--- src/tsm_pkg.sv ---
/*
  Constants for the touch-screen measurement control block: register indices, field positions, reset values, encodings and FSM states.
  Assumes a 32-bit AXI4-Lite register bus where the byte address is four times the register index.
*/
package tsm_pkg;
  localparam int unsigned ADDR_W = 12;
  localparam int unsigned IDX_W = ADDR_W - 2;

  // Register indices (byte address = 4 * index)
  localparam logic [IDX_W-1:0] IDX_SEQ_CFG = 10'h069;
  localparam logic [IDX_W-1:0] IDX_CTRL = 10'h06a;
  localparam logic [IDX_W-1:0] IDX_X_HIGH = 10'h06b;
  localparam logic [IDX_W-1:0] IDX_Y_HIGH = 10'h06c;
  localparam logic [IDX_W-1:0] IDX_LOW_BITS = 10'h06d;
  localparam logic [IDX_W-1:0] IDX_Z_HIGH = 10'h06e;
  localparam logic [IDX_W-1:0] IDX_IRQ_STATUS = 10'h070;
  localparam logic [IDX_W-1:0] IDX_IRQ_MASK = 10'h071;

  // touch_manual_control fields
  localparam int unsigned CTRL_SW_LSB = 0;
  localparam int unsigned CTRL_ROUTE_LSB = 4;
  localparam int unsigned CTRL_START_BIT = 6;
  localparam int unsigned CTRL_REF_BIT = 7;
  localparam logic [7:0] CTRL_RESET = 8'h00;

  // Sequence configuration fields
  localparam int unsigned CFG_AUTO_BIT = 0;
  localparam int unsigned CFG_DETECT_BIT = 1;
  localparam int unsigned CFG_TYPE_BIT = 2;
  localparam logic [2:0] CFG_RESET = 3'h0;

  // touch_result_low_bits fields
  localparam int unsigned LOW_X_LSB = 0;
  localparam int unsigned LOW_Y_LSB = 2;
  localparam int unsigned LOW_Z_LSB = 4;
  localparam int unsigned LOW_TOUCH_BIT = 6;

  // Interrupt status / mask bits
  localparam int unsigned IRQ_W = 3;
  localparam int unsigned IRQ_MEAS_BIT = 0;
  localparam int unsigned IRQ_SEQ_BIT = 1;
  localparam int unsigned IRQ_TOUCH_BIT = 2;
  localparam logic [IRQ_W-1:0] IRQ_MASK_RESET = 3'h0;

  // Electrode routing encodings
  localparam logic [1:0] ROUTE_XPOS = 2'h0;
  localparam logic [1:0] ROUTE_YPOS = 2'h1;
  localparam logic [1:0] ROUTE_XNEG = 2'h2;
  localparam logic [1:0] ROUTE_YNEG = 2'h3;

  // Switch patterns used by automatic sequences (bit order X+, X-, Y+, Y-)
  localparam logic [3:0] SW_OPEN = 4'h0;
  localparam logic [3:0] SW_DRIVE_X = 4'h3;
  localparam logic [3:0] SW_DRIVE_Y = 4'hc;
  localparam logic [3:0] SW_DRIVE_Z = 4'h6;

  // Sequence lengths
  localparam logic [2:0] SEQ_LEN_XYZ = 3'h5;
  localparam logic [2:0] SEQ_LEN_X = 3'h1;

  localparam logic [1:0] RESP_OKAY = 2'h0;
  localparam logic [1:0] RESP_SLVERR = 2'h2;

  typedef enum logic [1:0] {
    MEAS_X = 2'h0,
    MEAS_Y = 2'h1,
    MEAS_Z = 2'h2
  } tsm_meas_e;

  typedef enum logic [1:0] {
    ST_IDLE = 2'h0,
    ST_CONV = 2'h1,
    ST_TOUCH = 2'h3
  } tsm_state_e;
endpackage

--- src/tsm_touch_ctrl.sv ---
/*
  Touch-screen manual control and result read-back with an AXI4-Lite register slave,
  automatic sequencing, coherent X/Y snapshot and a masked interrupt.
  Assumes an external converter that takes a one-cycle start pulse and answers with a done pulse
  carrying a 10-bit result, and a pen-down level synchronous to core_clk_in.
*/
// The AXI4-Lite interface to the registers was decided locally.
// Overview of operation
// Control bits 0..3 close the X+, X-, Y+, Y- drive switches when 1 and open them when 0.
// Field 5:4 routes X+ (00), Y+ (01), X- (10) or Y- (11) to the converter input.
// Results taken with an X electrode routed go to the X result, with a Y electrode to the Y result; sequences route Y+ for X and X+ for Y.
// Setting start bit 6 with automatic sequencing off runs one measurement with the current switches and route.
// Setting start bit 6 with automatic sequencing on ignores switches and route and runs one sequence of the chosen type.
// The start bit clears itself when the measurement or sequence completes.
// Bit 7 selects the converter reference: 0 the reference pin against ground, 1 the driven electrode pair.
// The 10-bit X result reads as 8 upper bits in its own register and 2 low bits at 1:0 of the low-bits register.
// The 10-bit Y result reads as 8 upper bits in its own register and 2 low bits at 3:2 of the low-bits register.
// The 10-bit Z result reads as 8 upper bits in its own register and 2 low bits at 5:4 of the low-bits register.
// Reading the X upper register snapshots X and Y so later reads return a consistent pair.
// The result registers sit at consecutive addresses for one incrementing burst read.
// Bit 6 of the low-bits register reads 1 while a touch is detected.
// The automatic enable lets sequences be started by touch detection or the start bit; 0 disables them.
// Sequence type 0 measures X, Y, Z, X, Y and type 1 measures X only, each followed by a touch check.
// With touch detection enabled sequences repeat while touch stays set, otherwise one sequence runs.
// A start write while an operation is in progress is ignored.
`timescale 1ns/1ps
module tsm_touch_ctrl
  import tsm_pkg::*;
#(
  parameter int unsigned RES_W = 10
) (
  // Clock and reset
  input wire logic core_clk_in,
  input wire logic rstn_in,
  // AXI4-Lite slave
  input wire logic [ADDR_W-1:0] s_axi_awaddr_in,
  input wire logic s_axi_awvalid_in,
  output logic s_axi_awready_out,
  input wire logic [31:0] s_axi_wdata_in,
  input wire logic [3:0] s_axi_wstrb_in,
  input wire logic s_axi_wvalid_in,
  output logic s_axi_wready_out,
  output logic [1:0] s_axi_bresp_out,
  output logic s_axi_bvalid_out,
  input wire logic s_axi_bready_in,
  input wire logic [ADDR_W-1:0] s_axi_araddr_in,
  input wire logic s_axi_arvalid_in,
  output logic s_axi_arready_out,
  output logic [31:0] s_axi_rdata_out,
  output logic [1:0] s_axi_rresp_out,
  output logic s_axi_rvalid_out,
  input wire logic s_axi_rready_in,
  // Converter and panel
  output logic conv_start_out,
  input wire logic conv_done_in,
  input wire logic [RES_W-1:0] conv_data_in,
  input wire logic touch_detect_in,
  output logic [3:0] screen_switch_bits_out,
  output logic [1:0] electrode_route_sel_out,
  output logic converter_ref_sel_out,
  // Interrupt
  output logic irq_out
);

  if (RES_W != 10) begin : g_bad_width
    $error("RES_W must be 10: the register split is 8 upper and 2 lower bits");
  end

  typedef struct packed {
    tsm_state_e st;
    logic [2:0] step;
    tsm_meas_e kind;
    logic auto_run;
    logic [7:0] ctrl;
    logic [2:0] cfg;
    logic [RES_W-1:0] x;
    logic [RES_W-1:0] y;
    logic [RES_W-1:0] z;
    logic [RES_W-1:0] snap_x;
    logic [RES_W-1:0] snap_y;
    logic touch;
    logic [IRQ_W-1:0] irq_st;
    logic [IRQ_W-1:0] irq_mask;
    logic irq;
    logic [3:0] sw;
    logic [1:0] route;
    logic ref_sel;
    logic conv_start;
    logic aw_held;
    logic [IDX_W-1:0] waddr;
    logic w_held;
    logic [7:0] wdata;
    logic wlane0;
    logic bvalid;
    logic [1:0] bresp;
    logic rvalid;
    logic [7:0] rdata;
    logic [1:0] rresp;
    logic awrdy;
    logic wrdy;
    logic arrdy;
  } tsm_state_s;

  tsm_state_s s;
  tsm_state_s next_s;

  logic wr_do;
  logic wr_ctrl;
  logic start_try;
  logic rd_take;
  logic [IDX_W-1:0] rd_idx;

  assign wr_do = s.aw_held && s.w_held && !s.bvalid;
  assign wr_ctrl = wr_do && s.wlane0 && (s.waddr == IDX_CTRL);
  assign start_try = wr_ctrl && s.wdata[CTRL_START_BIT];
  assign rd_take = s_axi_arvalid_in && s.arrdy;
  assign rd_idx = s_axi_araddr_in[ADDR_W-1:2];

  function automatic tsm_meas_e step_kind(input logic [2:0] step, input logic x_only);
    tsm_meas_e k;
    k = MEAS_X;
    if (!x_only) begin
      unique case (step)
        3'h1, 3'h4: k = MEAS_Y;
        3'h2: k = MEAS_Z;
        default: k = MEAS_X;
      endcase
    end
    return k;
  endfunction

  always_comb begin
    logic [IRQ_W-1:0] irq_set;
    logic [2:0] seq_len;
    irq_set = '0;
    seq_len = s.cfg[CFG_TYPE_BIT] ? SEQ_LEN_X : SEQ_LEN_XYZ;
    next_s = s;
    next_s.conv_start = 1'b0;

    next_s.touch = touch_detect_in;
    if (touch_detect_in && !s.touch) begin
      irq_set[IRQ_TOUCH_BIT] = 1'b1;
    end

    // Write channel: address and data are accepted independently
    if (s_axi_awvalid_in && s.awrdy) begin
      next_s.aw_held = 1'b1;
      next_s.waddr = s_axi_awaddr_in[ADDR_W-1:2];
    end
    if (s_axi_wvalid_in && s.wrdy) begin
      next_s.w_held = 1'b1;
      next_s.wdata = s_axi_wdata_in[7:0];
      next_s.wlane0 = s_axi_wstrb_in[0];
    end
    if (s.bvalid && s_axi_bready_in) begin
      next_s.bvalid = 1'b0;
    end
    if (wr_do) begin
      next_s.aw_held = 1'b0;
      next_s.w_held = 1'b0;
      next_s.bvalid = 1'b1;
      next_s.bresp = RESP_OKAY;
      unique case (s.waddr)
        IDX_CTRL: begin
          if (s.wlane0) begin
            next_s.ctrl[5:0] = s.wdata[5:0];
            next_s.ctrl[CTRL_REF_BIT] = s.wdata[CTRL_REF_BIT];
          end
        end
        IDX_SEQ_CFG: begin
          if (s.wlane0) begin
            next_s.cfg = s.wdata[2:0];
          end
        end
        IDX_IRQ_STATUS: begin
          if (s.wlane0) begin
            next_s.irq_st = s.irq_st & ~s.wdata[IRQ_W-1:0];
          end
        end
        IDX_IRQ_MASK: begin
          if (s.wlane0) begin
            next_s.irq_mask = s.wdata[IRQ_W-1:0];
          end
        end
        IDX_X_HIGH, IDX_Y_HIGH, IDX_LOW_BITS, IDX_Z_HIGH: begin
          next_s.bresp = RESP_OKAY;
        end
        default: next_s.bresp = RESP_SLVERR;
      endcase
    end

    // Read channel; results sit at consecutive indices for a burst of single reads
    if (s.rvalid && s_axi_rready_in) begin
      next_s.rvalid = 1'b0;
    end
    if (rd_take) begin
      next_s.rvalid = 1'b1;
      next_s.rresp = RESP_OKAY;
      next_s.rdata = 8'h00;
      unique case (rd_idx)
        IDX_CTRL: next_s.rdata = s.ctrl;
        IDX_SEQ_CFG: next_s.rdata = {5'h00, s.cfg};
        IDX_X_HIGH: begin
          next_s.rdata = s.x[RES_W-1:2];
          next_s.snap_x = s.x;
          next_s.snap_y = s.y;
        end
        IDX_Y_HIGH: next_s.rdata = s.snap_y[RES_W-1:2];
        IDX_Z_HIGH: next_s.rdata = s.z[RES_W-1:2];
        IDX_LOW_BITS: begin
          next_s.rdata[LOW_X_LSB+:2] = s.snap_x[1:0];
          next_s.rdata[LOW_Y_LSB+:2] = s.snap_y[1:0];
          next_s.rdata[LOW_Z_LSB+:2] = s.z[1:0];
          next_s.rdata[LOW_TOUCH_BIT] = s.touch;
        end
        IDX_IRQ_STATUS: next_s.rdata = {5'h00, s.irq_st};
        IDX_IRQ_MASK: next_s.rdata = {5'h00, s.irq_mask};
        default: next_s.rresp = RESP_SLVERR;
      endcase
    end

    // Measurement sequencer
    unique case (s.st)
      ST_IDLE: begin
        if (start_try) begin
          next_s.ctrl[CTRL_START_BIT] = 1'b1;
          next_s.st = ST_CONV;
          next_s.conv_start = 1'b1;
          next_s.step = 3'h0;
          if (s.cfg[CFG_AUTO_BIT]) begin
            next_s.auto_run = 1'b1;
            next_s.kind = step_kind(3'h0, s.cfg[CFG_TYPE_BIT]);
          end else begin
            next_s.auto_run = 1'b0;
            next_s.kind = s.wdata[CTRL_ROUTE_LSB] ? MEAS_Y : MEAS_X;
          end
        end else if (s.cfg[CFG_AUTO_BIT] && s.cfg[CFG_DETECT_BIT] && s.touch) begin
          next_s.st = ST_CONV;
          next_s.conv_start = 1'b1;
          next_s.step = 3'h0;
          next_s.auto_run = 1'b1;
          next_s.kind = step_kind(3'h0, s.cfg[CFG_TYPE_BIT]);
        end
      end
      ST_CONV: begin
        // Start writes while busy are dropped: bit 6 is only set from idle
        if (conv_done_in) begin
          irq_set[IRQ_MEAS_BIT] = 1'b1;
          unique case (s.kind)
            MEAS_Y: next_s.y = conv_data_in;
            MEAS_Z: next_s.z = conv_data_in;
            default: next_s.x = conv_data_in;
          endcase
          if (s.auto_run) begin
            next_s.st = ST_TOUCH;
          end else begin
            next_s.st = ST_IDLE;
            next_s.ctrl[CTRL_START_BIT] = 1'b0;
          end
        end
      end
      ST_TOUCH: begin
        if (s.step + 3'h1 < seq_len) begin
          next_s.step = s.step + 3'h1;
          next_s.kind = step_kind(next_s.step, s.cfg[CFG_TYPE_BIT]);
          next_s.st = ST_CONV;
          next_s.conv_start = 1'b1;
        end else begin
          irq_set[IRQ_SEQ_BIT] = 1'b1;
          next_s.ctrl[CTRL_START_BIT] = 1'b0;
          if (s.cfg[CFG_DETECT_BIT] && s.cfg[CFG_AUTO_BIT] && touch_detect_in) begin
            next_s.step = 3'h0;
            next_s.kind = step_kind(3'h0, s.cfg[CFG_TYPE_BIT]);
            next_s.st = ST_CONV;
            next_s.conv_start = 1'b1;
          end else begin
            next_s.st = ST_IDLE;
            next_s.auto_run = 1'b0;
          end
        end
      end
      default: next_s.st = ST_IDLE;
    endcase

    // Manual operation drives the panel straight from the control bits
    if (!next_s.auto_run) begin
      next_s.sw = next_s.ctrl[CTRL_SW_LSB+:4];
      next_s.route = next_s.ctrl[CTRL_ROUTE_LSB+:2];
    end else if (next_s.st == ST_CONV) begin
      unique case (next_s.kind)
        MEAS_Y: begin
          next_s.sw = SW_DRIVE_Y;
          next_s.route = ROUTE_XPOS;
        end
        MEAS_Z: begin
          next_s.sw = SW_DRIVE_Z;
          next_s.route = ROUTE_XPOS;
        end
        default: begin
          next_s.sw = SW_DRIVE_X;
          next_s.route = ROUTE_YPOS;
        end
      endcase
    end else begin
      // Switches open between measurements so no panel current flows
      next_s.sw = SW_OPEN;
    end
    next_s.ref_sel = next_s.ctrl[CTRL_REF_BIT];

    // Hardware set wins over a same-cycle write-one clear
    next_s.irq_st = next_s.irq_st | irq_set;
    next_s.irq = |(next_s.irq_st & next_s.irq_mask);

    next_s.awrdy = !next_s.aw_held && !next_s.bvalid;
    next_s.wrdy = !next_s.w_held && !next_s.bvalid;
    next_s.arrdy = !next_s.rvalid;
  end

  always_ff @(posedge core_clk_in or negedge rstn_in) begin
    if (!rstn_in) begin
      s <= '0;
      s.st <= ST_IDLE;
      s.kind <= MEAS_X;
      s.ctrl <= CTRL_RESET;
      s.cfg <= CFG_RESET;
      s.irq_mask <= IRQ_MASK_RESET;
    end else begin
      s <= next_s;
    end
  end

  assign s_axi_awready_out = s.awrdy;
  assign s_axi_wready_out = s.wrdy;
  assign s_axi_bvalid_out = s.bvalid;
  assign s_axi_bresp_out = s.bresp;
  assign s_axi_arready_out = s.arrdy;
  assign s_axi_rvalid_out = s.rvalid;
  assign s_axi_rdata_out = {24'h000000, s.rdata};
  assign s_axi_rresp_out = s.rresp;
  assign conv_start_out = s.conv_start;
  assign screen_switch_bits_out = s.sw;
  assign electrode_route_sel_out = s.route;
  assign converter_ref_sel_out = s.ref_sel;
  assign irq_out = s.irq;
endmodule

--- config.mk ---
export PLATFORM = sky130hd
export DESIGN_NAME = tsm_touch_ctrl
export DESIGN_NICKNAME = d
export VERILOG_FILES = /design/src/tsm_pkg.sv /design/src/tsm_touch_ctrl.sv
export SDC_FILE = /design/constraint.sdc
export NUM_CORES = 1
export LEC_CHECK = 0
export BUFFER_PORTS_ARGS = -buffer_cell sky130_fd_sc_hd__buf_4
export CAP_MARGIN = 10
export CELL_PAD_IN_SITES_DETAIL_PLACEMENT = 1
export CELL_PAD_IN_SITES_GLOBAL_PLACEMENT = 1
export CORE_MARGIN = 2
export CORE_UTILIZATION = 38
export CTS_CLUSTER_SIZE = 8
export DETAILED_ROUTE_END_ITERATION = 6
export HOLD_SLACK_MARGIN = 0.15
export PLACE_DENSITY_LB_ADDON = 0.08
export SLEW_MARGIN = 20
export SYNTH_ARGS = -nofsm -noshare
export SYNTH_HDL_FRONTEND = slang
export SYNTH_SLANG_ARGS = --single-unit
--- constraint.sdc ---
create_clock -name core_clk_in -period 2.99 [get_ports core_clk_in]
set_input_delay 0.1495 -clock core_clk_in [delete_from_list [all_inputs] [get_ports core_clk_in]]
set_output_delay 0.1495 -clock core_clk_in [all_outputs]
set_load 0.02 [all_outputs]
==> results of run 1 <==
worst max-delay path: cells and delay by family, from the launching register on:
family	cells	cell delay, ns
XOR/XNOR	1	0.20
AO/OA/AOI/OAI	3	0.55
flip-flops	1	0.42
multiplexers	2	0.58
adder cells (fa/ha/maj)	3	0.80
AND/OR/NAND/NOR	2	0.16
power groups by stage:
stage                     clock [uW]  sequential [uW]  combinational, uW
after detailed placement           0             2270               1180
after global routing            1270             2310               1370
after floorplan                    0             2160                883
after CTS                       1210             2250               1230
final                           1180             2250               1220
after global placement             0             2250               1140
path summary, 6_finish.rpt:
kind                                    from                          to  slack [ns]  depth (start not counted)
max                                   s[119]  electrode_route_sel_out[0]        0.16                         11
max in group asynchronous            rstn_in                      s[119]        2.05                          3
min in group core_clk_in    s_axi_arvalid_in            s_axi_rvalid_out        0.33                          4
min reg2reg                s_axi_awready_out           s_axi_awready_out        0.49                          1
max reg2reg                           s[119]  electrode_route_sel_out[0]        0.16                         11
min                                  rstn_in                       s[55]        0.19                          2
cell type report:
| class | instances | area [sq um] | area share |
|---|---|---|---|
| clock inverters | 6 | 42.5 | 0.00624 |
| inverters | 20 | 75.1 | 0.0110 |
| well taps | 184 | 230 | 0.0338 |
| multi-input cells | 322 | 2450 | 0.359 |
| flip-flops and latches | 112 | 2800 | 0.411 |
| clock buffers | 10 | 239 | 0.0351 |
| repair buffers | 117 | 981 | 0.144 |
layout by cell type, fill, tap and decap left out, drive strengths merged, types with 15 or more instances in the layout:
| master | count |
|---|---|
| mux2i | 15 |
| nor2 | 20 |
| o21ai | 21 |
| buf | 81 |
| mux2 | 77 |
| a21oi | 15 |
| dfrtp | 112 |
| inv | 22 |
| nand2 | 33 |
| dlygate4sd3 | 36 |
| conb | 26 |
flip-flops by register name (all words and copies together), names as in the netlist, 2 cells and up:
signal	flops
electrode_route_sel_out	2
s	89
s_axi_rdata_out	8
screen_switch_bits_out	4
metrics by stage:
| step | hold slack [ns] | std cells | total power, uW | area [sq um] | setup WS, ns |
|---|---|---|---|---|---|
| after floorplan | -0.146 | 509 | 3050 | 5680 | 0.209 |
| after global placement | 0.0312 | 718 | 3400 | 6150 | 0.223 |
| after detailed placement | 0.0322 | 718 | 3460 | 6150 | 0.0908 |
| after CTS | 0.185 | 770 | 4690 | 6800 | 0.0319 |
| after global routing | 0.198 | 771 | 4950 | 6820 | -0.0107 |
| final | 0.188 | 771 | 4650 | 6820 | 0.155 |
what timing repair did:
action,in CTS,in global routing
endpoints found under the hold margin,169,0
hold buffers,36,0
buffers inserted,0,1
setup endpoints to repair,0,1
gates resized for setup,0,4
metal layers:
metal  wire length, um  share of wire  track usage
met5                 0              0            0
met4               184          0.013       0.0464
met3               440          0.032       0.0398
met2              7080           0.51        0.322
met1              6170           0.44        0.236
logic make-up after synthesis:
family | count (synthesis) | synth area share
flip-flops | 112 | 0.501
AO/OA/AOI/OAI | 74 | 0.0884
XOR/XNOR | 1 | 0.00157
multiplexers | 92 | 0.182
AND/OR/NAND/NOR | 117 | 0.119
adder cells (fa/ha/maj) | 12 | 0.0269
other | 1 | 0.000671
buffers and inverters | 75 | 0.0801
==> impl_results.md, run 1 <==
* Row count at 44
* Clock power frac at 0.253
* Max cap viols at 0
* Sw Ratio at 0.327
* Int Pwr at 3130 uW
* Register area share after synthesis at 0.501
* Setup TNS at 0 ns
* Most frequent cell after synthesis: dfrtp_1
* Initial DRT Pass Iterations at 4
* Die area at roughly 0.016 sq mm
* DP HPWL at around 9900 um
* Gate count after technology mapping at between 400 and 500
* Final Core Density at 0.473
* Drt wl/cell at approximately 18 um
* CP dominant cell by count: ha_1
* Post-synth top cells: dfrtp_1 (112), mux2_2 (76), buf_4 (43)
* Power Dens Cells at 682 mW/mm^2
* Largest net degree at the start of global routing at 61
* FFs w/ async S/R, synth at 1.00
* Post-detailed-route count of antenna-violating nets at 0
* Synthesized area at about 0.0056 sq mm
* Worst slew margin at 0.522
* Clk Tree Root Cell: clkbuf_16
* Via count at between 3000 and 4000
* Post-synth top area share at 0.501
* Reg clk slew, reported paths at about 0.07 ns
* Worst setup EP type: flip-flop
* Crit path max fanout at 4
* Clock skew at about 0.0055 ns
* Via density at about 5.1
* Worst vdd ir at between 0.3 and 0.4 mV
* WS Path Type: reg -> reg
* NetSw at between 1500 and 2000 uW
* Main synth FF type: dfrtp_1
* Slew @ Worst Pin at roughly 0.72 ns
* Max Transition Viols Final at 0
* Synth Area per Inst at approximately 12 sq um
* GPL Wtd Cong at ~0.83
* CP max stage delay at between 0.4 and 0.5 ns
* Vias in the first global route at roughly 4300
* Worst Path Arrival at ~3.1 ns
* Post-synth cell types at 62
* Number of clock sinks at between 100 and 150
* Drt total wl at about 14000 um
* Final period demand of the worst path at approximately 2.8 ns
* Grt ovf at 0
* Critical Path Slowest Stage Cell: dfrtp_1
* CTS tree: done
* Flop pwr share at 0.484
* Post-synth EDFFs at 0
* Total CTS buffers at 9
* Worst path cell trace: ha_1, xor2_1, ha_1, o21ai_1, nor2_1, a21oi_2, a21o_1, nand2_1, ha_1, mux2_2, mux2_1
* Initial antenna violation count at 0
* Peak Freq at roughly 0.35 GHz
* DR DRC count at 0
* Die Y at about 130 um
* Type of origin of the critical path: flip-flop
* Area growth, synth to finish at 22.0%
* Clock Tree Buf Depth at 2
* I/O pins at around 130
* Tot GR Track Use at 0.185
* Worst-Skew Late Latency at around 0.36 ns
* First-pass GRT wire length at 22900 um
* Die width at roughly 130 um
* Starting Density at 0.387
* Hold/Removal Path Class: in -> async
* CP required at 3.23 ns
* Status: finished, final reports clean
* ANT cells at 0
* Flops & latches, synth at approximately 110
* Final cycle utilization of the critical path at 0.948
* Net count, final at approximately 670
* Initial DRC count at approximately 140
* Input/output buffers at 71
* Core Region at between 0.01 and 0.015 sq mm
* Area contributors post-synth: dfrtp_1 (50%), mux2_2 (15%), buf_4 (5.8%)
* H-tree depth at 3
* Layout fillers at 1554
* P_leak at about 0.0032 uW
* Layout cell share with drive strength beyond 1 at 0.320
* Hold Vio Cnt, Final at 0
* Synth area leader: dfrtp_1
* Logic gate share of total power at 0.263
* Synth warn at 0
* Final setup vio count at 0
Note: power is estimated with default switching activity, not from simulation.
==> run 2, diff against run 1 <==
Settings changed: CORE_MARGIN 2 to not set, CORE_UTILIZATION 38 to 40, RECOVER_POWER set to 100.
Clock period 2.99 ns to 3.5 ns, I/O delays scaled along.
==> run 2 against run 1 <==
Flip-flop and latch count unchanged. Power down 15%. Maximum frequency is 9.2% lower. Design area down 3.3%. Critical path depth is the same. Critical endpoint unchanged. Largest power group unchanged.
==> impl_results.md, run 2 (synthesis gave the netlist of run 1 again) <==
* Status: finished, final reports clean
* First-pass GRT wire length at 22100 um
* Die width at approximately 120 um
* Top reg by flops: s
* Hold Slack at 0.189 ns
* WP depth at 11
* Max reg flops at 89
* Via density at ~5.2
* Clock Tree Buf Depth at 2
* Final period demand of the worst path at ~3.1 ns
* H-tree depth at 3
* R2R cell count at 11
* I/O pins at ~130
* ANT cells at 0
* Area growth, synth to finish at 17.9%
* Total CTS buffers at 9
* Max cap viols at 0
* CP startpoint: s[118]
* Drt total wl at between 10000 and 15000 um
* GPL Wtd Cong at slightly below 0.8
* Initial antenna violation count at 0
* Tot GR Track Use at 0.202
* Vias in the first global route at ~4200
* CTS resizes at 0
* Input/output buffers at between 70 and 80
* Reg-to-reg startpoint: s[118]
* Largest net degree at the start of global routing at about 60
* RSZ-0062 raised after global routing: false
* Reg-to-reg endpoint: electrode_route_sel_out[0]
* Reg clk slew, reported paths at ~0.07 ns
* Hold/Removal Path Class: in -> reg
* Via count at a little under 4000
* Clk Tree Root Cell: clkbuf_16
* Worst vdd ir at between 0.2 and 0.3 mV
* Critical Path Slowest Stage Cell: dfrtp_1
* CP top delay family: adder cells
* Worst setup EP type: flip-flop
* Post-route cell area at 0.00659 sq mm
* Worst path cell trace: ha_1, xor2_1, ha_1, inv_1, o21ai_1, nor4_1, a31oi_1, nand2_1, ha_1, mux2_2, mux2_1
* Critical Path End: electrode_route_sel_out[0]
* Max Transition Viols Final at 0
* DP HPWL at just under 10000 um
* Die area at ~0.014 sq mm
* Crit path max fanout at 7
* Type of origin of the critical path: flip-flop
* Grt ovf at 0
* Commonest cells after routing, fill and taps aside: dfrtp_1 (112), mux2_2 (69), buf_4 (42)
* Die Y at between 100 and 150 um
* Core Region at 0.0135 sq mm
* Final setup vio count at 0
* Drt wl/cell at roughly 18 um
* Worst-Skew Late Latency at about 0.36 ns
* Layout cell share with drive strength beyond 1 at 0.237
* Starting Density at 0.415
* CP dominant cell by count: ha_1
* Slew @ Worst Pin at ~1.5 ns
* Peak Freq at 0.320 GHz
* Final cycle utilization of the critical path at 0.892
* P_leak at 0.00304 uW
* Number of clock sinks at approximately 110
* Hold_buf cts at 36
* Hold Vio Cnt, Final at 0
* Power Total at a little under 4000 uW
* Dpl cell area at about 0.0061 sq mm
* Row count at 42
* Initial DRT Pass Iterations at 4
* Worst Path Arrival at ~3.4 ns
* Worst slew margin at 0.0169
* Power Dens Cells at around 600 mW/mm^2
* CTS tree: done
* Clock skew at around 0.0093 ns
* Net count, final at approximately 670
* DR DRC count at 0
* Post-detailed-route count of antenna-violating nets at 0
* Initial DRC count at ~140
* R2R Setup Slk at roughly 0.38 ns
* Commonest non-fill, non-tap cell in the layout: dfrtp_1
* Setup TNS at 0 ns
* WS Path Type: reg -> reg
* CP Buf/Inv Count at 1
* CP max stage delay at 0.45 ns
* Setup Buffers After CTS at 0
* CP required at about 3.7 ns
## run 2: cell types whose count changed in the layout (fill, tap and decap cells not counted), sizes merged
cell	change
buf	-39
bufinv	+1
clkbuf	+34
clkinv	-1
clkinvlp	-1
inv	-2
## run 2: stage by stage
step	worst slack, ns	std cells	util
after detailed placement	0.370	705	0.453
after floorplan	0.719	509	-
after global placement	0.507	705	0.453
after CTS	0.353	755	0.501
after global routing	0.124	755	0.490
final	0.379	755	0.490
## run 2: how the worst min path moves through the flow
| stage | from | end | slack [ns] | cells past startpoint |
|---|---|---|---|---|
| 6_report | conv_done_in | s[50] | 0.19 | 2 |
| 5_1_grt | conv_done_in | s[50] | 0.20 | 2 |
| 3_3_place_gp | rstn_in | s[87] | 0.29 | 1 |
| 3_5_place_dp | rstn_in | s[57] | 0.29 | 1 |
| 2_1_floorplan | rstn_in | conv_start_out | -0.12 | 0 |
| 4_1_cts | conv_done_in | s[50] | 0.17 | 2 |
## run 2: cell type report
cell class,count,area [sq um]
Fill cell,1449,6860
Sequential cell,112,2800
Multi-Input combinational cell,322,2390
Timing Repair Buffer,111,817
Clock buffer,11,243
Tap cell,176,220
Inverter,20,75.1
Clock inverter,3,43.8
## run 2: routing by layer
layer | wire length (um) | GRT usage | part of all wire
met4 | 290 | 0.0805 | 0.021
met1 | 6080 | 0.254 | 0.44
met5 | 0 | 0 | 0
met2 | 6880 | 0.346 | 0.50
met3 | 455 | 0.0316 | 0.033
## run 2: power breakdown
part | leakage (uW) | internal, uW | switching (uW)
Sequential | 0.00146 | 1630 | 273
Combinational | 0.00144 | 492 | 505
Clock | 0.000141 | 568 | 466
